===== config.mk =====
export PLATFORM = sky130hd
export DESIGN_NAME = mbld_decoder
export DESIGN_NICKNAME = d
export VERILOG_FILES = /design/src/include/mbld_pkg.sv /design/src/hdl/mbld_nib_reg.sv /design/src/hdl/mbld_pc_next.sv /design/src/hdl/mbld_decoder.sv
export SDC_FILE = /design/constraint.sdc
export NUM_CORES = 1
export LEC_CHECK = 0
export BUFFER_PORTS_ARGS = -buffer_cell sky130_fd_sc_hd__buf_2
export CAP_MARGIN = 20
export CORE_ASPECT_RATIO = 0.6
export CORE_MARGIN = 2
export CORE_UTILIZATION = 31
export DETAILED_ROUTE_END_ITERATION = 8
export PLACE_DENSITY = 0.58
export SYNTH_ARGS = -nofsm -noshare
export SYNTH_HDL_FRONTEND = slang
export SYNTH_HIERARCHICAL = 1
export SYNTH_SLANG_ARGS = --single-unit

===== constraint.sdc =====
create_clock -name SYS_CLK -period 3.33 [get_ports SYS_CLK]
set_clock_uncertainty 0.05 [all_clocks]
set_input_delay 0.4995 -clock SYS_CLK [delete_from_list [all_inputs] [get_ports SYS_CLK]]
set_output_delay 0.4995 -clock SYS_CLK [all_outputs]
set_load 0.02 [all_outputs]

===== src/include/mbld_pkg.sv =====
// Shared constants, opcodes and types of the branch and load decoder
`default_nettype none
package mbld_pkg;

  // ----------------------------------------------------------------
  // Widths
  // ----------------------------------------------------------------
  localparam int unsigned PC_W       = 14;  // Instruction pointer width
  localparam int unsigned OFS_W      = 8;   // In-page offset width
  localparam int unsigned PAGE_W     = 6;   // Page number width
  localparam int unsigned PAGE_COUNT = 64;  // ROM pages
  localparam int unsigned PAGE_WORDS = 256; // Words per page
  localparam int unsigned ZP_W       = 6;   // Zero-page target width
  localparam int unsigned WORD_W     = 10;  // Instruction word width
  localparam int unsigned NIB_W      = 4;   // Nibble register width
  localparam int unsigned WREG_W     = 2;   // W register width
  localparam int unsigned RAM_A_W    = 10;  // RAM address width
  localparam int unsigned GROUP_COUNT = 10; // Instruction groups
  localparam int unsigned INSTR_COUNT = 101; // Instructions in the set

  // ----------------------------------------------------------------
  // Field positions of a fetched ROM data word
  // ----------------------------------------------------------------
  localparam int unsigned DATA_AB_BIT   = 8; // Write accumulator and B
  localparam int unsigned DATA_PORT_BIT = 9; // Write both port registers

  // ----------------------------------------------------------------
  // Reset values
  // ----------------------------------------------------------------
  localparam logic [13:0] PC_RST  = 14'h0000;
  localparam logic [3:0]  NIB_RST = 4'h0;
  localparam logic [1:0]  W_RST   = 2'h0;

  // ----------------------------------------------------------------
  // Opcodes: six-bit prefixes carrying a four-bit field
  // ----------------------------------------------------------------
  localparam logic [5:0] OP_ACC_LOAD_IMM      = 6'h23;
  localparam logic [5:0] OP_SECOND_LOAD_IMM   = 6'h20;
  localparam logic [5:0] OP_MEM_STORE_IMM_INC = 6'h29;
  localparam logic [5:0] OP_XREG_LOAD_IMM     = 6'h22;
  localparam logic [5:0] OP_YREG_LOAD_IMM     = 6'h21;
  localparam logic [5:0] OP_LONG_JUMP         = 6'h14;
  localparam logic [5:0] OP_LONG_BRANCH_ALT   = 6'h15;
  localparam logic [5:0] OP_LONG_CALL         = 6'h16;
  localparam logic [5:0] OP_TABLE_JUMP        = 6'h0b;
  localparam logic [5:0] OP_TABLE_FETCH       = 6'h1b;
  // Shorter prefixes
  localparam logic [7:0] OP_WREG_LOAD_IMM     = 8'h3c; // Two-bit field
  localparam logic [1:0] OP_IN_PAGE_JUMP      = 2'h3;  // Eight-bit field
  localparam logic [3:0] OP_ZERO_PAGE_CALL    = 4'h7;  // Six-bit field
  // Whole words
  localparam logic [9:0] OP_ACC_FROM_WREG     = 10'h100;
  localparam logic [9:0] OP_WREG_FROM_ACC     = 10'h110;
  localparam logic [9:0] OP_ACC_FROM_B        = 10'h048;
  localparam logic [9:0] OP_B_FROM_ACC        = 10'h0c8;
  localparam logic [9:0] OP_ACC_FROM_Y        = 10'h0af;
  localparam logic [9:0] OP_X_FROM_ACC        = 10'h0e8;
  localparam logic [9:0] OP_Y_FROM_ACC        = 10'h0d8;
  localparam logic [9:0] OP_INC_Y             = 10'h05c;

  // ----------------------------------------------------------------
  // Types
  // ----------------------------------------------------------------
  // Source of the next instruction pointer
  typedef enum logic [2:0] {
    MBLD_PC_SEQ,
    MBLD_PC_HOLD,
    MBLD_PC_LONG,
    MBLD_PC_PAGE,
    MBLD_PC_ZERO,
    MBLD_PC_TABLE
  } mbld_pc_mode_e;

  // Decoder sequencing states
  typedef enum logic [1:0] {
    MBLD_ST_EXEC,
    MBLD_ST_LONG_TGT,
    MBLD_ST_XFER_W,
    MBLD_ST_TABLE_DATA
  } mbld_state_e;

endpackage
`default_nettype wire


===== src/hdl/mbld_nib_reg.sv =====
// Loadable register with synchronous reset and clock enable
`timescale 1ns/10ps
`default_nettype none
module mbld_nib_reg #(
  parameter int unsigned WIDTH = 4
) (
  input  wire logic             clk,
  input  wire logic             rst_n,
  input  wire logic             en,
  input  wire logic             load,
  input  wire logic [WIDTH-1:0] d,
  output var  logic [WIDTH-1:0] q
);

  // ----------------------------------------------------------------
  // Storage
  // ----------------------------------------------------------------
  // Clears at reset, loads when enabled and asked
  always_ff @(posedge clk) begin
    if (!rst_n) begin
      q <= '0;
    end else if (en && load) begin
      q <= d;
    end
  end

endmodule
`default_nettype wire


===== src/hdl/mbld_pc_next.sv =====
// Next instruction pointer and table address generation
`timescale 1ns/10ps
`default_nettype none
module mbld_pc_next (
  input  wire logic                   [13:0] pc,
  input  wire mbld_pkg::mbld_pc_mode_e       mode,
  input  wire logic                   [9:0]  word,
  input  wire logic                   [3:0]  hi_nib,
  input  wire logic                   [3:0]  acc,
  input  wire logic                   [3:0]  breg,
  output logic                        [13:0] pc_d,
  output logic                        [13:0] table_addr
);

  // ----------------------------------------------------------------
  // Address arithmetic
  // ----------------------------------------------------------------
  logic [13:0] pc_inc; // Sequential successor

  // Already-advanced pointer is the base for in-page jumps
  assign pc_inc = pc + 14'h0001;

  // Table target from field, B and accumulator
  assign table_addr = {2'h0, hi_nib, breg, acc};

  // ----------------------------------------------------------------
  // Selection
  // ----------------------------------------------------------------
  always_comb begin
    unique case (mode)
      mbld_pkg::MBLD_PC_SEQ:   pc_d = pc_inc;
      mbld_pkg::MBLD_PC_HOLD:  pc_d = pc;
      // Whole pointer replaced by fourteen bits
      mbld_pkg::MBLD_PC_LONG:  pc_d = {hi_nib, word};
      // Page bits kept, offset replaced; page of successor used
      mbld_pkg::MBLD_PC_PAGE:  pc_d = {pc_inc[13:8], word[7:0]};
      // Upper eight bits cleared
      mbld_pkg::MBLD_PC_ZERO:  pc_d = {8'h00, word[5:0]};
      mbld_pkg::MBLD_PC_TABLE: pc_d = table_addr;
      default:                 pc_d = pc_inc;
    endcase
  end

endmodule
`default_nettype wire


===== src/hdl/mbld_decoder.sv =====
// Branch, table fetch and load instruction decoder of a 4-bit core
//
// Overview of operation
// - Long jumps load all fourteen pointer bits.
// - ROM is 64 pages of 256 words.
// - In-page jump replaces only low eight bits.
// - Jump at page end lands in next page.
// - Zero-page call loads six bits, clears rest.
// - Table jump uses field, accumulator and B.
// - Fetched bit 8 writes accumulator and B.
// - Fetched bit 9 writes both port registers.
// - Both bits write all four together.
// - Table fetch never branches the pointer.
// - Set of 101 instructions in ten groups.
// - Prefix 100011 loads accumulator immediate, one cycle.
// - Prefix 100000 loads B immediate, one cycle.
// - Prefix 101001 stores immediate, increments Y, status.
// - W immediate load takes two bits.
// - X immediate load takes four bits.
// - Y immediate load takes four bits.
// - Accumulator/W transfers take two words, two cycles.
// - RAM address is W, X, Y concatenated.
`timescale 1ns/10ps
`default_nettype none
module mbld_decoder (
  input  wire logic        SYS_CLK,
  input  wire logic        RST_N,
  input  wire logic        CLK_EN,
  input  wire logic [9:0]  ROM_DATA,
  output logic      [13:0] ROM_ADDR,
  output logic      [13:0] INSTR_POINTER,
  output logic      [3:0]  ACC,
  output logic      [3:0]  BREG,
  output logic      [1:0]  WREG,
  output logic      [3:0]  XREG,
  output logic      [3:0]  YREG,
  output logic             NONZERO_STATUS,
  output logic      [3:0]  PORT_OUT_REG_ONE,
  output logic      [3:0]  PORT_OUT_REG_TWO,
  output logic      [9:0]  RAM_ADDR,
  output logic      [3:0]  RAM_WDATA,
  output logic             RAM_WE,
  output logic             UNDECODED
);

  // ----------------------------------------------------------------
  // Declarations
  // ----------------------------------------------------------------
  mbld_pkg::mbld_state_e   state_q;      // Sequencing state
  mbld_pkg::mbld_state_e   state_d;      // Next sequencing state
  mbld_pkg::mbld_pc_mode_e pc_mode;      // Pointer source this cycle
  logic [13:0]             pc_q;         // Instruction pointer
  logic [13:0]             pc_d;         // Next instruction pointer
  logic [13:0]             table_addr;   // Table data address
  logic [13:0]             rom_addr_q;   // Address shown to ROM
  logic [13:0]             rom_addr_d;   // Next address shown to ROM
  logic [3:0]              hi_nib;       // Upper field to pointer logic
  logic [3:0]              long_hi_q;    // Held upper long-target bits
  logic [3:0]              long_hi_d;    // Next held upper bits
  logic                    w_to_acc_q;   // Pending transfer direction
  logic                    w_to_acc_d;   // Next transfer direction
  logic [9:0]              word;         // Word under execution
  logic [3:0]              y_inc;        // Y plus one
  // Register load controls
  logic                    a_ld;
  logic [3:0]              a_d;
  logic                    b_ld;
  logic [3:0]              b_d;
  logic                    w_ld;
  logic [1:0]              w_d;
  logic                    x_ld;
  logic [3:0]              x_d;
  logic                    y_ld;
  logic [3:0]              y_d;
  logic                    nz_ld;        // Update nonzero status
  logic                    port_ld;      // Update port registers
  logic                    ram_we_d;     // Issue a RAM write
  logic [3:0]              ram_wdata_d;  // RAM write nibble
  logic                    undecoded_d;  // Word not handled here

  assign word  = ROM_DATA;
  assign y_inc = YREG + 4'h1;

  // ----------------------------------------------------------------
  // Register file
  // ----------------------------------------------------------------
  // Accumulator
  mbld_nib_reg #(.WIDTH(mbld_pkg::NIB_W)) u_acc (
    .clk   (SYS_CLK),
    .rst_n (RST_N),
    .en    (CLK_EN),
    .load  (a_ld),
    .d     (a_d),
    .q     (ACC)
  );

  // B register
  mbld_nib_reg #(.WIDTH(mbld_pkg::NIB_W)) u_breg (
    .clk   (SYS_CLK),
    .rst_n (RST_N),
    .en    (CLK_EN),
    .load  (b_ld),
    .d     (b_d),
    .q     (BREG)
  );

  // W register, two bits
  mbld_nib_reg #(.WIDTH(mbld_pkg::WREG_W)) u_wreg (
    .clk   (SYS_CLK),
    .rst_n (RST_N),
    .en    (CLK_EN),
    .load  (w_ld),
    .d     (w_d),
    .q     (WREG)
  );

  // X register
  mbld_nib_reg #(.WIDTH(mbld_pkg::NIB_W)) u_xreg (
    .clk   (SYS_CLK),
    .rst_n (RST_N),
    .en    (CLK_EN),
    .load  (x_ld),
    .d     (x_d),
    .q     (XREG)
  );

  // Y register
  mbld_nib_reg #(.WIDTH(mbld_pkg::NIB_W)) u_yreg (
    .clk   (SYS_CLK),
    .rst_n (RST_N),
    .en    (CLK_EN),
    .load  (y_ld),
    .d     (y_d),
    .q     (YREG)
  );

  // ----------------------------------------------------------------
  // Pointer arithmetic
  // ----------------------------------------------------------------
  mbld_pc_next u_pc_next (
    .pc         (pc_q),
    .mode       (pc_mode),
    .word       (word),
    .hi_nib     (hi_nib),
    .acc        (ACC),
    .breg       (BREG),
    .pc_d       (pc_d),
    .table_addr (table_addr)
  );

  // ----------------------------------------------------------------
  // Instruction decode
  // ----------------------------------------------------------------
  // One word per cycle; long forms hold a second state
  always_comb begin
    state_d     = state_q;
    pc_mode     = mbld_pkg::MBLD_PC_SEQ;
    hi_nib      = word[3:0];
    long_hi_d   = long_hi_q;
    w_to_acc_d  = w_to_acc_q;
    a_ld        = 1'b0;
    a_d         = ACC;
    b_ld        = 1'b0;
    b_d         = BREG;
    w_ld        = 1'b0;
    w_d         = WREG;
    x_ld        = 1'b0;
    x_d         = XREG;
    y_ld        = 1'b0;
    y_d         = YREG;
    nz_ld       = 1'b0;
    port_ld     = 1'b0;
    ram_we_d    = 1'b0;
    ram_wdata_d = RAM_WDATA;
    undecoded_d = 1'b0;
    unique case (state_q)
      mbld_pkg::MBLD_ST_EXEC: begin
        if (word[9:4] == mbld_pkg::OP_ACC_LOAD_IMM) begin
          // Immediate to accumulator, single cycle
          a_ld = 1'b1;
          a_d  = word[3:0];
        end else if (word[9:4] == mbld_pkg::OP_SECOND_LOAD_IMM) begin
          // Immediate to B, single cycle
          b_ld = 1'b1;
          b_d  = word[3:0];
        end else if (word[9:4] == mbld_pkg::OP_MEM_STORE_IMM_INC) begin
          // Store at current address, then bump Y
          ram_we_d    = 1'b1;
          ram_wdata_d = word[3:0];
          y_ld        = 1'b1;
          y_d         = y_inc;
          nz_ld       = 1'b1;
        end else if (word[9:2] == mbld_pkg::OP_WREG_LOAD_IMM) begin
          // Two-bit immediate to W
          w_ld = 1'b1;
          w_d  = word[1:0];
        end else if (word[9:4] == mbld_pkg::OP_XREG_LOAD_IMM) begin
          x_ld = 1'b1;
          x_d  = word[3:0];
        end else if (word[9:4] == mbld_pkg::OP_YREG_LOAD_IMM) begin
          y_ld = 1'b1;
          y_d  = word[3:0];
        end else if (word == mbld_pkg::OP_ACC_FROM_WREG ||
                     word == mbld_pkg::OP_WREG_FROM_ACC) begin
          // First of two words; operand word follows
          w_to_acc_d = (word == mbld_pkg::OP_ACC_FROM_WREG);
          state_d    = mbld_pkg::MBLD_ST_XFER_W;
        end else if (word[9:4] == mbld_pkg::OP_LONG_JUMP ||
                     word[9:4] == mbld_pkg::OP_LONG_BRANCH_ALT ||
                     word[9:4] == mbld_pkg::OP_LONG_CALL) begin
          // Keep upper target bits, low ten come next
          long_hi_d = word[3:0];
          state_d   = mbld_pkg::MBLD_ST_LONG_TGT;
        end else if (word[9:8] == mbld_pkg::OP_IN_PAGE_JUMP) begin
          pc_mode = mbld_pkg::MBLD_PC_PAGE;
        end else if (word[9:6] == mbld_pkg::OP_ZERO_PAGE_CALL) begin
          pc_mode = mbld_pkg::MBLD_PC_ZERO;
        end else if (word[9:4] == mbld_pkg::OP_TABLE_JUMP) begin
          pc_mode = mbld_pkg::MBLD_PC_TABLE;
        end else if (word[9:4] == mbld_pkg::OP_TABLE_FETCH) begin
          // Advance past this word; data read next cycle
          state_d = mbld_pkg::MBLD_ST_TABLE_DATA;
        end else if (word == mbld_pkg::OP_ACC_FROM_B) begin
          a_ld = 1'b1;
          a_d  = BREG;
        end else if (word == mbld_pkg::OP_B_FROM_ACC) begin
          b_ld = 1'b1;
          b_d  = ACC;
        end else if (word == mbld_pkg::OP_ACC_FROM_Y) begin
          a_ld = 1'b1;
          a_d  = YREG;
        end else if (word == mbld_pkg::OP_X_FROM_ACC) begin
          x_ld = 1'b1;
          x_d  = ACC;
        end else if (word == mbld_pkg::OP_Y_FROM_ACC) begin
          y_ld = 1'b1;
          y_d  = ACC;
        end else if (word == mbld_pkg::OP_INC_Y) begin
          y_ld  = 1'b1;
          y_d   = y_inc;
          nz_ld = 1'b1;
        end else begin
          // Other groups of the set execute elsewhere
          undecoded_d = 1'b1;
        end
      end
      mbld_pkg::MBLD_ST_LONG_TGT: begin
        // Second word supplies the low ten target bits
        pc_mode = mbld_pkg::MBLD_PC_LONG;
        hi_nib  = long_hi_q;
        state_d = mbld_pkg::MBLD_ST_EXEC;
      end
      mbld_pkg::MBLD_ST_XFER_W: begin
        // Operand word consumed, transfer completes
        if (w_to_acc_q) begin
          a_ld = 1'b1;
          a_d  = {2'h0, WREG};
        end else begin
          w_ld = 1'b1;
          w_d  = ACC[1:0];
        end
        state_d = mbld_pkg::MBLD_ST_EXEC;
      end
      mbld_pkg::MBLD_ST_TABLE_DATA: begin
        // Data word at table address; pointer stays put
        pc_mode = mbld_pkg::MBLD_PC_HOLD;
        if (word[mbld_pkg::DATA_AB_BIT]) begin
          a_ld = 1'b1;
          a_d  = word[3:0];
          b_ld = 1'b1;
          b_d  = word[7:4];
        end
        port_ld = word[mbld_pkg::DATA_PORT_BIT];
        state_d = mbld_pkg::MBLD_ST_EXEC;
      end
    endcase
  end

  // Table address shown during the fetch cycle, else the pointer
  assign rom_addr_d = (state_d == mbld_pkg::MBLD_ST_TABLE_DATA) ?
                      table_addr : pc_d;

  // ----------------------------------------------------------------
  // Sequencing state and pointer
  // ----------------------------------------------------------------
  always_ff @(posedge SYS_CLK) begin
    if (!RST_N) begin
      state_q    <= mbld_pkg::MBLD_ST_EXEC;
      pc_q       <= mbld_pkg::PC_RST;
      rom_addr_q <= mbld_pkg::PC_RST;
      long_hi_q  <= mbld_pkg::NIB_RST;
      w_to_acc_q <= 1'b0;
    end else if (CLK_EN) begin
      state_q    <= state_d;
      pc_q       <= pc_d;
      rom_addr_q <= rom_addr_d;
      long_hi_q  <= long_hi_d;
      w_to_acc_q <= w_to_acc_d;
    end
  end

  // ----------------------------------------------------------------
  // Status flag
  // ----------------------------------------------------------------
  // Nonzero status tracks the incremented Y
  always_ff @(posedge SYS_CLK) begin
    if (!RST_N) begin
      NONZERO_STATUS <= 1'b0;
    end else if (CLK_EN && nz_ld) begin
      NONZERO_STATUS <= (y_inc != 4'h0);
    end
  end

  // ----------------------------------------------------------------
  // Port output registers
  // ----------------------------------------------------------------
  // Low data nibble to port one, high to port two
  always_ff @(posedge SYS_CLK) begin
    if (!RST_N) begin
      PORT_OUT_REG_ONE <= mbld_pkg::NIB_RST;
      PORT_OUT_REG_TWO <= mbld_pkg::NIB_RST;
    end else if (CLK_EN && port_ld) begin
      PORT_OUT_REG_ONE <= word[3:0];
      PORT_OUT_REG_TWO <= word[7:4];
    end
  end

  // ----------------------------------------------------------------
  // RAM write port
  // ----------------------------------------------------------------
  // Address taken before Y moves; write lasts one cycle
  always_ff @(posedge SYS_CLK) begin
    if (!RST_N) begin
      RAM_ADDR  <= 10'h000;
      RAM_WDATA <= mbld_pkg::NIB_RST;
      RAM_WE    <= 1'b0;
    end else if (CLK_EN) begin
      RAM_ADDR  <= {WREG, XREG, YREG};
      RAM_WDATA <= ram_wdata_d;
      RAM_WE    <= ram_we_d;
    end
  end

  // ----------------------------------------------------------------
  // Undecoded indication
  // ----------------------------------------------------------------
  always_ff @(posedge SYS_CLK) begin
    if (!RST_N) begin
      UNDECODED <= 1'b0;
    end else if (CLK_EN) begin
      UNDECODED <= undecoded_d;
    end
  end

  // ----------------------------------------------------------------
  // Outputs
  // ----------------------------------------------------------------
  assign ROM_ADDR         = rom_addr_q;
  assign INSTR_POINTER    = pc_q;

endmodule
`default_nettype wire


Yosys cells after proc, flatten, opt, wreduce, memory -nomap -nowiden
Index checks and enable logic that the tools add are counted.
{ "op_classes": {"n_addsub": 2, "n_eq_ne": 84, "n_mux": 213, "n_bitwise": 7, "reduce_logical": 26} }
{ "ops": {"columns": ["op", "count"], "rows": [
  ["$mux W4", 61],
  ["$mux W1", 114],
  ["$ne A3 B3 Y1 const B", 33],
  ["$pmux W14 S5", 1],
  ["$reduce_and A17 Y1", 3],
  ["$eq A10 B8 Y1 const B", 4],
  ["$ne A2 B2 Y1 const B", 19],
  ["$mux W2", 17],
  ["$mux W3", 11],
  ["$eq A6 B6 Y1 const B", 5],
  ["$eq A6 B5 Y1 const B", 4],
  ["$eq A10 B7 Y1 const B", 2],
  ["$eq A10 B9 Y1 const B", 2],
  ["$reduce_and A16 Y1", 1],
  ["$add A14 B1 Y14 const B", 1],
  ["$mux W14", 1],
  ["$pmux W4 S3", 1],
  ["$reduce_and A10 Y1", 1],
  ["$pmux W3 S3", 1],
  ["$reduce_and A9 Y1", 1],
  ["$eq A2 B2 Y1 const B", 4],
  ["$eq A8 B6 Y1 const B", 1],
  ["$ne A4 B4 Y1 const B", 2],
  ["$pmux W2 S2", 2],
  ["other kinds (20)", 40]
]} }
{ "word_totals": {"register_bits": 78, "inputBits": 13, "out_inout_bits": 71, "wordCells": 349} }

Longest topological paths before layout
Gate-level depths: netlist of the first run.
{ "logic_depth": {"ltp_word": 22, "mapped_depth": 15, "depth_no_buf": 13} }

Hierarchy
The synthesis of the first run kept the hierarchy.
{ "by_module_without_submodules": {"columns": ["mod", "n_inst", "cells_per_inst", "area_per_inst_um2"], "rows": [
  ["mbld_decoder", 1, 496, 4076.4],
  ["mbld_pc_next", 1, 144, 1011.0],
  ["mbld_nib_reg (u_acc ...)", 4, 18, 168.9],
  ["mbld_nib_reg (u_wreg)", 1, 9, 76.3]
]} }

Least setup slack after synthesis of the first run
Ideal clock, no wire load.
{ "synth_path": {"path_kind": "in2reg", "startpoint": "input ROM_DATA[8]", "endpoint": "register rom_addr_q[3] (netlist: ROM_ADDR[3])", "arrival_time_ns": 3.037, "t_required_ns": 3.220, "path_slack_ns": 0.183, "stages": 12, "n_path_buf": 3, "cell_sequence": "clkbuf_1 -> clkbuf_1 -> a22oi_1 -> o41ai_1 -> or2_2 -> clkbuf_1 -> nor2_1 -> a21o_1 -> a21oi_1 -> inv_1 -> a31oi_1 -> o221a_1"} }
{ "synth_via": {"elab_chain_cells": 16} }
{ "synth_lines": {"columns": ["item", "line", "text"], "rows": [
  ["start, declared", "mbld_decoder.sv:29", "input wire logic [9:0] ROM_DATA,"],
  ["$eq A6 B4 Y1", "mbld_decoder.sv:218", "end else if (word[9:4] == mbld_pkg::OP_TABLE_JUMP) begin"],
  ["$mux W3", "mbld_decoder.sv:218", null],
  ["$mux W3", "mbld_decoder.sv:216", "end else if (word[9:6] == mbld_pkg::OP_ZERO_PAGE_CALL) begin"],
  ["$mux W3", "mbld_decoder.sv:214", "end else if (word[9:8] == mbld_pkg::OP_IN_PAGE_JUMP) begin"],
  ["$mux W3", "mbld_decoder.sv:208", "end else if (word[9:4] == mbld_pkg::OP_LONG_JUMP ||"],
  ["$mux W3", "mbld_decoder.sv:203", "end else if (word == mbld_pkg::OP_ACC_FROM_WREG ||"],
  ["$mux W3", "mbld_decoder.sv:200", "end else if (word[9:4] == mbld_pkg::OP_YREG_LOAD_IMM) begin"],
  ["$mux W3", "mbld_decoder.sv:197", "end else if (word[9:4] == mbld_pkg::OP_XREG_LOAD_IMM) begin"],
  ["(+2 left out)", null, null],
  ["$mux W3", "mbld_decoder.sv:182", "end else if (word[9:4] == mbld_pkg::OP_SECOND_LOAD_IMM) begin"],
  ["$mux W3 *", "mbld_decoder.sv:178", "if (word[9:4] == mbld_pkg::OP_ACC_LOAD_IMM) begin"],
  ["$pmux W3 S3 *", "mbld_decoder.sv:176", "unique case (state_q)"],
  ["via pc_mode[0]", "mbld_decoder.sv:51", "mbld_pkg::mbld_pc_mode_e pc_mode;"],
  ["$eq A3 B3 Y1, or another cell as far along", "mbld_pc_next.sv:30", "unique case (mode)"],
  ["$pmux W14 S5 *", "mbld_pc_next.sv:30", null],
  ["via pc_d[3]", "mbld_decoder.sv:53", "logic [13:0] pc_d;"],
  ["$mux W14 *", "mbld_decoder.sv:280", "assign rom_addr_d = (state_d == mbld_pkg::MBLD_ST_TABLE_DATA) ?"],
  ["end signal, assigned", "mbld_decoder.sv:290", "rom_addr_q <= mbld_pkg::PC_RST;"],
  ["end signal, assigned", "mbld_decoder.sv:296", "rom_addr_q <= rom_addr_d;"],
  ["end, declared", "mbld_decoder.sv:55", "logic [13:0] rom_addr_q;"]
]} }
The timed path passes the listed nets; every way through them passes the cells marked *.
A chain may end at the register's enable or synchronous reset.

Worst setup path in the final report of the first run
{ "layout_path": {"startpoint": "register state_q[0]", "endpoint": "register rom_addr_q[7] (netlist: ROM_ADDR[7])"} }
{ "layout_lines": {"columns": ["item", "line", "text"], "rows": [
  ["start, declared", "mbld_decoder.sv:49", "mbld_pkg::mbld_state_e state_q;"],
  ["start signal, assigned", "mbld_decoder.sv:288", "state_q <= mbld_pkg::MBLD_ST_EXEC;"],
  ["start signal, assigned", "mbld_decoder.sv:294", "state_q <= state_d;"],
  ["$eq A2 B2 Y1, or another cell as far along", "mbld_decoder.sv:176", null],
  ["$pmux W3 S3 *", "mbld_decoder.sv:176", null],
  ["via pc_mode[1]", "mbld_decoder.sv:51", null],
  ["$eq A3 B3 Y1, or another cell as far along", "mbld_pc_next.sv:30", null],
  ["$pmux W14 S5 *", "mbld_pc_next.sv:30", null],
  ["via pc_d[7]", "mbld_decoder.sv:53", null],
  ["$mux W14 *", "mbld_decoder.sv:280", null]
]} }
Marks and branches as above.

==> run metrics, run 1 <==
max_slew headroom=0.435; P&R area growth vs syn=17.4%; vias after detailed routing=roughly 5700; Reg area=between 1500 and 2000 µm²; TritonCTS clock tree=built; grt ovf=0; Mean Syn Cell Area=approximately 8.1 µm²; element type at the critical path start=register; HP Class=register to register; Multi-input gate area=around 3900 µm²; Post-Layout Cell Count=1035; core area=between 15000 and 20000 µm²; run status=finished clean; post-layout util=0.375; ys async rst share=0; Fillers=a little under 2000; gr usage total=0.197; post-route setup TNS=0 ps; Worst setup EP type=register; DP Area=around 6500 µm²; Inserted Clock Buffers=9; pre-CTS WS=between 100 and 150 ps; Final Hold Viols=0; Lkg Pwr=between 2 and 3 nW; most common cell in the netlist=dfxtp_1; DPL Wire Length=approximately 14000 µm; DR WL/cell=around 19 µm; Synth top area share=0.267; cell area after synthesis=roughly 5800 µm²; synth warn=6; I/O pin count=between 80 and 90; top post-synthesis cells by area=dfxtp_1 27%, mux2i_1 8.4%, nor2b_1 4.8%, nand2_1 4.2%, o221a_1 3.1%; antenna diode count=0; post-synthesis sequential area ratio=0.267; largest net degree at the start of global routing=51; Die ar.=about 20000 µm²; routability cong.=around 0.94; layout net count=about 810; worst skew pair latency=340 ps; Die Width=~180 µm; share of layout cells above drive strength 1=0.247; Final WS setup=about 390 ps; Worst Setup Path Type=register to register; WHS=~410 ps; final instance area=between 6000 and 7000 µm²; Placed Cells=roughly 1000; starting density of the core=0.320; Peak VDD IR=231 µV; Die Y=between 100 and 150 µm; hold_buf cts=0; DR vias/cell=5.55; Root Buffer=clkbuf_16; RSZ-0062 raised after global routing=no; post-route ant nets=0; Syn Inst Count=just over 700; PortBufs=between 80 and 90; Synth area leader=dfxtp_1; final worst path period need=around 3000 ps; Power Density=roughly 370 nW/µm²; Sink Count=78; WP data required=roughly 3600 ps; Max Clock Freq=approximately 340 MHz; CTS max path bufs=2; row cnt=38; Finish-stage setup viols=0; H-tree depth=3; crit path DAT=3170 ps; Pins Over Slew Limit=0; first-pass GRT wire length=roughly 31000 µm; Synth top cells by count=78 x dfxtp_1, 65 x nand2_1, 49 x mux2i_1, 45 x nor2b_1, 35 x nor2_1; number of synthesized flops with an enable pin=0; post-CTS resize count=0; Tot Pwr=2.53 mW; synthesis-stage register bit count=a little under 80; Slew @ Worst Pin=about 850 ps; DRT Wirelength=between 15000 and 20000 µm; DR pass1 iterations=5; period utilization=0.884; post-CTS setup buffer count=0; crit-path max FO=11; vias in the first global route=roughly 5100; antenna violations before repair=0; Netlist cell types=79; DRC violations left=0; clk slew on worst S/H paths=around 70 ps; Max Cap Viol=0; DR iter-0 viols=between 600 and 700; predominant post-synthesis flop cell=dfxtp_1
[final timing paths]
path                                   from                   endpoint  slack, ps  cells past startpoint
setup / recovery    state_q[0]$_SDFFE_PN0P_   ROM_ADDR[7]$_SDFFE_PN0P_        390                     13
hold / removal    long_hi_q[0]$_SDFFE_PN0P_  long_hi_q[0]$_SDFFE_PN0P_        410                      2
setup reg to reg    state_q[0]$_SDFFE_PN0P_   ROM_ADDR[7]$_SDFFE_PN0P_        390                     13
hold reg to reg   long_hi_q[0]$_SDFFE_PN0P_  long_hi_q[0]$_SDFFE_PN0P_        410                      2
[cell families (layout without fill, tap and decap cells)]
family,after synthesis,count (layout),synth area share
AND/OR/NAND/NOR,258,258,0.246
AO/OA/AOI/OAI,197,197,0.237
other,1,2,0.000642
buffers and inverters,92,165,0.0741
multiplexers,68,68,0.128
flip-flops,78,78,0.267
adder cells (fa/ha/maj),10,10,0.0214
XOR/XNOR,17,17,0.0255
[final cells by class]
type,count,share of cell area
well taps,240,0.0438
clock buffers,10,0.0349
inverters,31,0.0170
flip-flops and latches,78,0.228
clock inverters,6,0.0102
multi-input cells,552,0.563
repair buffers,118,0.103
[critical path, stage by stage, from the launching register on]
cell     delay [ps]
dfxtp_1         310
inv_1           170
ha_1            220
o21ai_2          90
nor2_2          100
a31oi_1          80
nor2_1          510
buf_4           290
nor2_1           90
a21o_1          230
a21oi_1         290
inv_1            70
a31oi_1         170
o221a_1         190
[routing by layer]
metal	global-route usage	wire (µm)
met5	0	0
met4	0.0308	31
met3	0.0506	1760
met2	0.257	7540
met1	0.316	10300
[power breakdown]
| group | total, mW | internal (mW) | switching [mW] |
|---|---|---|---|
| clock | 1.04 | 0.606 | 0.431 |
| sequential | 1.00 | 0.963 | 0.0379 |
| combinational | 0.488 | 0.186 | 0.302 |
[layout by cell type, fill, tap and decap left out, types with 18 or more instances in the layout]
| cell type | instances |
|---|---|
| nor2_1 | 35 |
| a31oi_1 | 23 |
| nand2_1 | 65 |
| buf_4 | 34 |
| mux2i_1 | 49 |
| o21ai_0 | 34 |
| a21oi_1 | 31 |
| buf_2 | 82 |
| o21ai_2 | 18 |
| nand4_1 | 25 |
| dfxtp_1 | 78 |
| inv_1 | 30 |
| nand3_1 | 25 |
| nor2b_1 | 45 |
[flip-flops by register name (all words and copies together) (netlist names)]
| name | cells |
|---|---|
| NONZERO_STATUS | 1 |
| u_acc/q | 4 |
| PORT_OUT_REG_TWO | 4 |
| u_xreg/q | 4 |
| RAM_WE | 1 |
| long_hi_q | 4 |
| state_q | 2 |
| INSTR_POINTER | 14 |
| ROM_ADDR | 14 |
| RAM_ADDR | 10 |
| w_to_acc_q | 1 |
| UNDECODED | 1 |
| RAM_WDATA | 4 |
| u_yreg/q | 4 |
| u_breg/q | 4 |
| PORT_OUT_REG_ONE | 4 |
| u_wreg/q | 2 |
No activity file was read; power rests on OpenSTA's default activity.
==> run 2, diff against run 1 <==
- ABC_AREA: unset -> 1
- PLACE_DENSITY: 0.58 -> 0.57
- clock period: 3.33 -> 3.05 ns (I/O delays scaled with it)
==> run 2 against run 1 <==
Critical path depth increased by 1. Fmax up 12%. Register-to-register slack better by 30 ps. Final cell count increased by 17%.
==> run metrics, run 2 <==
run status=finished clean; post-CTS resize count=0; top post-synthesis cells by area=dfxtp_1 28%, nand2_1 15%, inv_1 7.8%, nor2_1 6.8%, o21ai_0 6.4%; Worst path top cell family by delay=simple AND/OR/NAND/NOR gates; PortBufs=83; Die Y=between 100 and 150 µm; Buf/Inv on CP=4; first-pass GRT wire length=between 30000 and 40000 µm; predominant post-synthesis flop cell=dfxtp_1; Critical Path Source=state_q[1]$_SDFFE_PN0P_; Critical Path Most Common Cell=inv_1; antenna diode count=0; Peak VDD IR=around 220 µV; Final Hold Viols=0; Sink Count=78; antenna violations before repair=0; WHS=approximately 400 ps; RSZ-0062 raised after global routing=no; synth warn=6; Slew @ Worst Pin=696 ps; TritonCTS clock tree=built; R2R Setup Slk=420 ps; R2R Path Start=state_q[1]$_SDFFE_PN0P_; most common cell in the netlist=nand2_1; DR WL/cell=~17 µm; Reg2Reg Depth=14; crit-path max FO=9; Multi-input gate area=between 3000 and 4000 µm²; Power Density=between 400 and 500 nW/µm²; Root Buffer=clkbuf_16; period utilization=0.864; Worst Setup Path Type=register to register; Tot Pwr=about 2.7 mW; layout net count=991; WP data required=3250 ps; WP depth=14; vias after detailed routing=about 6200; crit path DAT=around 2800 ps; DR pass1 iterations=6; Fillers=a little under 2000; gr usage total=0.216; worst skew pair latency=between 300 and 400 ps; DR iter-0 viols=~830; Synth top cells by count=222 x nand2_1, 116 x inv_1, 101 x nor2_1, 78 x dfxtp_1, 72 x o21ai_0; DRC violations left=0; share of layout cells above drive strength 1=0.177; core area=17900 µm²; Die Width=~180 µm; post-route ant nets=0; number of synthesized flops with an enable pin=0; post-layout util=0.359; DR vias/cell=5.14; DRT Wirelength=approximately 21000 µm; P&R area growth vs syn=14.7%; CP Cell Sequence=inv_1 > ha_1 > inv_1 > nor2_1 > inv_1 > nand2_4 > nand2_4 > nor2_4 > nand2_1 > o2111ai_1 > inv_1 > nand2_1 > nand3_1 > a21oi_1; Worst setup EP type=register; Finish-stage setup viols=0; post-CTS setup buffer count=0; Reg area=~1600 µm²; largest net degree at the start of global routing=62; I/O pin count=84; routability cong.=between 0.9 and 1; Max Clock Freq=between 300 and 400 MHz; most frequent cells in the layout=222 x nand2_1, 116 x inv_1, 101 x nor2_1; grt ovf=0; final worst path period need=approximately 2600 ps; Inserted Clock Buffers=9; DPL Wire Length=15100 µm; vias in the first global route=~5300; Synth top area share=0.278; cell area after synthesis=around 5600 µm²; Netlist cell types=48; HP Class=register to register; critical path capture point=ROM_ADDR[0]$_SDFFE_PN0P_; Lkg Pwr=3.16 nW; element type at the critical path start=register; crit path max-delay cell type=dfxtp_1; post-route setup TNS=0 ps; synthesis-stage register bit count=78; H-tree depth=3; Pins Over Slew Limit=0; hold path cells=2; Mean Syn Cell Area=6.23 µm²; Synth area leader=dfxtp_1; starting density of the core=0.313; Syn Inst Count=902; Max Cap Viol=0; clk slew on worst S/H paths=about 60 ps; FF-to-FF End=ROM_ADDR[0]$_SDFFE_PN0P_; CP peak stage delay=340 ps; CTS max path bufs=2; post-synthesis sequential area ratio=0.278; hold_buf cts=0; ys async rst share=0; leading cell type in the layout, fill and taps excluded=nand2_1; Die ar.=roughly 19000 µm²; row cnt=38; max_slew headroom=0.535
## run 2: per-layer routing
| metal | global-route usage | wire [µm] |
|---|---|---|
| met4 | 0.0381 | 157 |
| met2 | 0.259 | 7240 |
| met1 | 0.353 | 10800 |
| met3 | 0.0710 | 2340 |
| met5 | 0 | 0 |
## run 2: cell families after synthesis
family          after synthesis  share of synthesized area
simple gates                460                      0.381
compound gates              178                      0.180
buf+inv                     172                      0.133
flops                        78                      0.278
fa+ha+maj                    10                     0.0223
xor+xnor                      3                    0.00468
other cells                   1                   0.000668
## run 2: cell type report
class / count / area share
multi-input cells: 653 / 0.514
clock inverters: 4 / 0.00408
clock buffers: 10 / 0.0356
flip-flops and latches: 78 / 0.243
repair buffers: 94 / 0.0793
well taps: 240 / 0.0466
inverters: 132 / 0.0777
## run 2: metrics by stage
step	area (µm²)	setup WS (ps)	cells
4_1_cts	6440	434	1211
3_5_place_dp	6180	211	1197
5_1_grt	6440	89.6	1211
2_1_floorplan	5620	231	903
6_report	6440	416	1211
3_3_place_gp	6180	287	1197
## run 2: worst min-delay path by stage
stage | start | endpoint | slack (ps)
floorplan | long_hi_q[0]$_SDFFE_PN0P_ | long_hi_q[0]$_SDFFE_PN0P_ | 370
global placement | PORT_OUT_REG_ONE[1]$_SDFFE_PN0P_ | PORT_OUT_REG_ONE[1]$_SDFFE_PN0P_ | 380
CTS | PORT_OUT_REG_ONE[3]$_SDFFE_PN0P_ | PORT_OUT_REG_ONE[3]$_SDFFE_PN0P_ | 390
finish | PORT_OUT_REG_ONE[0]$_SDFFE_PN0P_ | PORT_OUT_REG_ONE[0]$_SDFFE_PN0P_ | 390
global route | PORT_OUT_REG_TWO[1]$_SDFFE_PN0P_ | PORT_OUT_REG_TWO[1]$_SDFFE_PN0P_ | 410
detailed placement | PORT_OUT_REG_ONE[3]$_SDFFE_PN0P_ | PORT_OUT_REG_ONE[3]$_SDFFE_PN0P_ | 380
## run 2: worst register-to-register path: cells and delay by family (launching register included)
kind | cells | cell delay (ps)
compound gates | 2 | 220
buf+inv | 4 | 630
flops | 1 | 340
simple gates | 7 | 960
fa+ha+maj | 1 | 330
## run 2: power breakdown
part           internal, mW  switching [mW]
Sequential             1.07          0.0577
Clock                 0.541           0.446
Combinational         0.179           0.432
==> run 3, diff against run 2 <==
- ABC_AREA: 1 -> 0
- PLACE_DENSITY: 0.57 -> 0.56
==> run 3 against run 2 <==
Via count is 6.3% lower. Critical path depth is 3 lower. Count of clock-buffer cells in the layout is 1 higher. Critical endpoint is now ROM_ADDR[5]$_SDFFE_PN0P_. Global-route usage is 1.8 points lower. Flip-flop and latch count stayed put. Setup slack worse by 130 ps. Worst hold slack better by 17 ps. Combinational power is 6.1% lower. First-iteration DRC count is 23% lower. Power is 4.6% higher.
==> run metrics, run 3 (synthesis results as in run 1) <==
run status=finished clean; Die Width=181 µm; most frequent cells in the layout=82 x buf_2, 78 x dfxtp_1, 65 x nand2_1; crit path max-delay cell type=or4b_1; grt ovf=0; vias in the first global route=between 5000 and 6000; DPL Wire Length=approximately 15000 µm; Root Buffer=clkbuf_16; WHS=between 400 and 500 ps; starting density of the core=0.320; Hold Path Sink=long_hi_q[1]$_SDFFE_PN0P_; hold_buf cts=0; P&R area growth vs syn=21.7%; Final WS setup=between 200 and 300 ps; Slew @ Worst Pin=approximately 850 ps; Worst Setup Path Type=input port to register; row cnt=38; element type at the critical path start=input port; crit-path max FO=7; TritonCTS clock tree=built; crit path DAT=just under 3000 ps; Lkg Pwr=around 3.1 nW; vias after detailed routing=5833; DR pass1 iterations=5; DR vias/cell=around 5.5; Die Y=approximately 110 µm; DR WL/cell=roughly 19 µm; leading cell type in the layout, fill and taps excluded=buf_2; worst skew pair latency=between 300 and 400 ps; WP depth=11; post-CTS resize count=0; DRC violations left=0; post-CTS setup buffer count=0; routability cong.=~0.91; hold wc startpoint=long_hi_q[1]$_SDFFE_PN0P_; Buf/Inv on CP=3; core area=between 15000 and 20000 µm²; Max Clock Freq=361 MHz; Inserted Clock Buffers=9; Sink Count=about 80; RSZ-0062 raised after global routing=no; layout net count=roughly 840; gr usage total=0.198; max_slew headroom=0.434; Die ar.=around 20000 µm²; WP data required=roughly 3200 ps; final worst path period need=~2800 ps; post-route ant nets=0; CTS max path bufs=2; Worst setup EP type=register; R2R Path Start=state_q[1]$_SDFFE_PN0P_; CP peak stage delay=roughly 630 ps; pre-CTS WS=-43.9 ps; I/O pin count=84; Final Hold Viols=0; Peak VDD IR=316 µV; antenna violations before repair=0; Reg2Reg Depth=13; Power Density=around 400 nW/µm²; Worst path top cell family by delay=simple AND/OR/NAND/NOR gates; H-tree depth=3; clk slew on worst S/H paths=60 ps; PortBufs=slightly above 80; antenna diode count=0; Pins Over Slew Limit=0; share of layout cells above drive strength 1=0.273; R2R Setup Slk=around 300 ps; largest net degree at the start of global routing=between 40 and 50; Max Cap Viol=0; DR iter-0 viols=about 640; first-pass GRT wire length=30900 µm; HP Class=register to register; FF-to-FF End=ROM_ADDR[6]$_SDFFE_PN0P_; hold path cells=2; Tot Pwr=between 2 and 3 mW; DRT Wirelength=slightly below 20000 µm; period utilization=0.907; CP Cell Sequence=buf_2 > or4b_1 > o21ai_2 > nor2_2 > a31oi_1 > nor2_1 > inv_1 > mux4_2 > inv_1 > a31oi_1 > o221a_1; Finish-stage setup viols=0
run 3: worst reg2reg max path, stage by stage, from the launching register on:
cell and delay [ps]:
dfxtp_1 310, inv_1 170, ha_1 220, buf_4 240, nand2_1 100, a211oi_2 200
buf_4 210, or2_2 180, nor2_1 80, a21o_1 250, a21oi_1 270, inv_1 70
a31oi_1 160, o221a_1 170
run 3: power by group:
group          switching (mW)  internal, mW
Sequential             0.0373          1.05
Combinational           0.344         0.230
Clock                   0.444         0.741
Total                   0.825          2.02
run 3: metal layers:
layer  up-vias  track usage  share of wire
met3        18       0.0457          0.089
met2       242        0.275           0.39
met5         -            0              0
met1      2737        0.308           0.51
met4         0       0.0314         0.0070
li1       2836            -              -
run 3: how the worst max path moves through the flow:
stage / startpoint / to / slack (ps)
2_1_floorplan: ROM_DATA[6] / ROM_ADDR[2]$_SDFFE_PN0P_ / 7
3_3_place_gp: ROM_DATA[6] / ROM_ADDR[5]$_SDFFE_PN0P_ / -10
3_5_place_dp: ROM_DATA[6] / ROM_ADDR[5]$_SDFFE_PN0P_ / -40
4_1_cts: ROM_DATA[6] / ROM_ADDR[5]$_SDFFE_PN0P_ / 300
5_1_grt: state_q[1]$_SDFFE_PN0P_ / ROM_ADDR[3]$_SDFFE_PN0P_ / 90
6_report: ROM_DATA[6] / ROM_ADDR[5]$_SDFFE_PN0P_ / 280
run 3: final cells by class:
| cell class | instances | area [µm²] |
|---|---|---|
| clock inverter | 5 | 82.6 |
| sequential | 78 | 1560 |
| fill | 1914 | 11200 |
| clock buffer | 11 | 243 |
| inverter | 31 | 116 |
| multi-input combinational | 552 | 3870 |
| tap | 240 | 300 |
| timing repair buffer | 148 | 931 |
run 3: metrics by stage:
stage	cells	utilization	setup TNS (ps)	cell area [µm²]
global placement	1049	0.371	-14.7	6780
floorplan	722	-	0	5860
CTS	1065	0.389	0	7110
global route	1065	0.389	0	7110
detailed placement	1049	0.371	-74.4	6780
finish	1065	0.389	0	7110
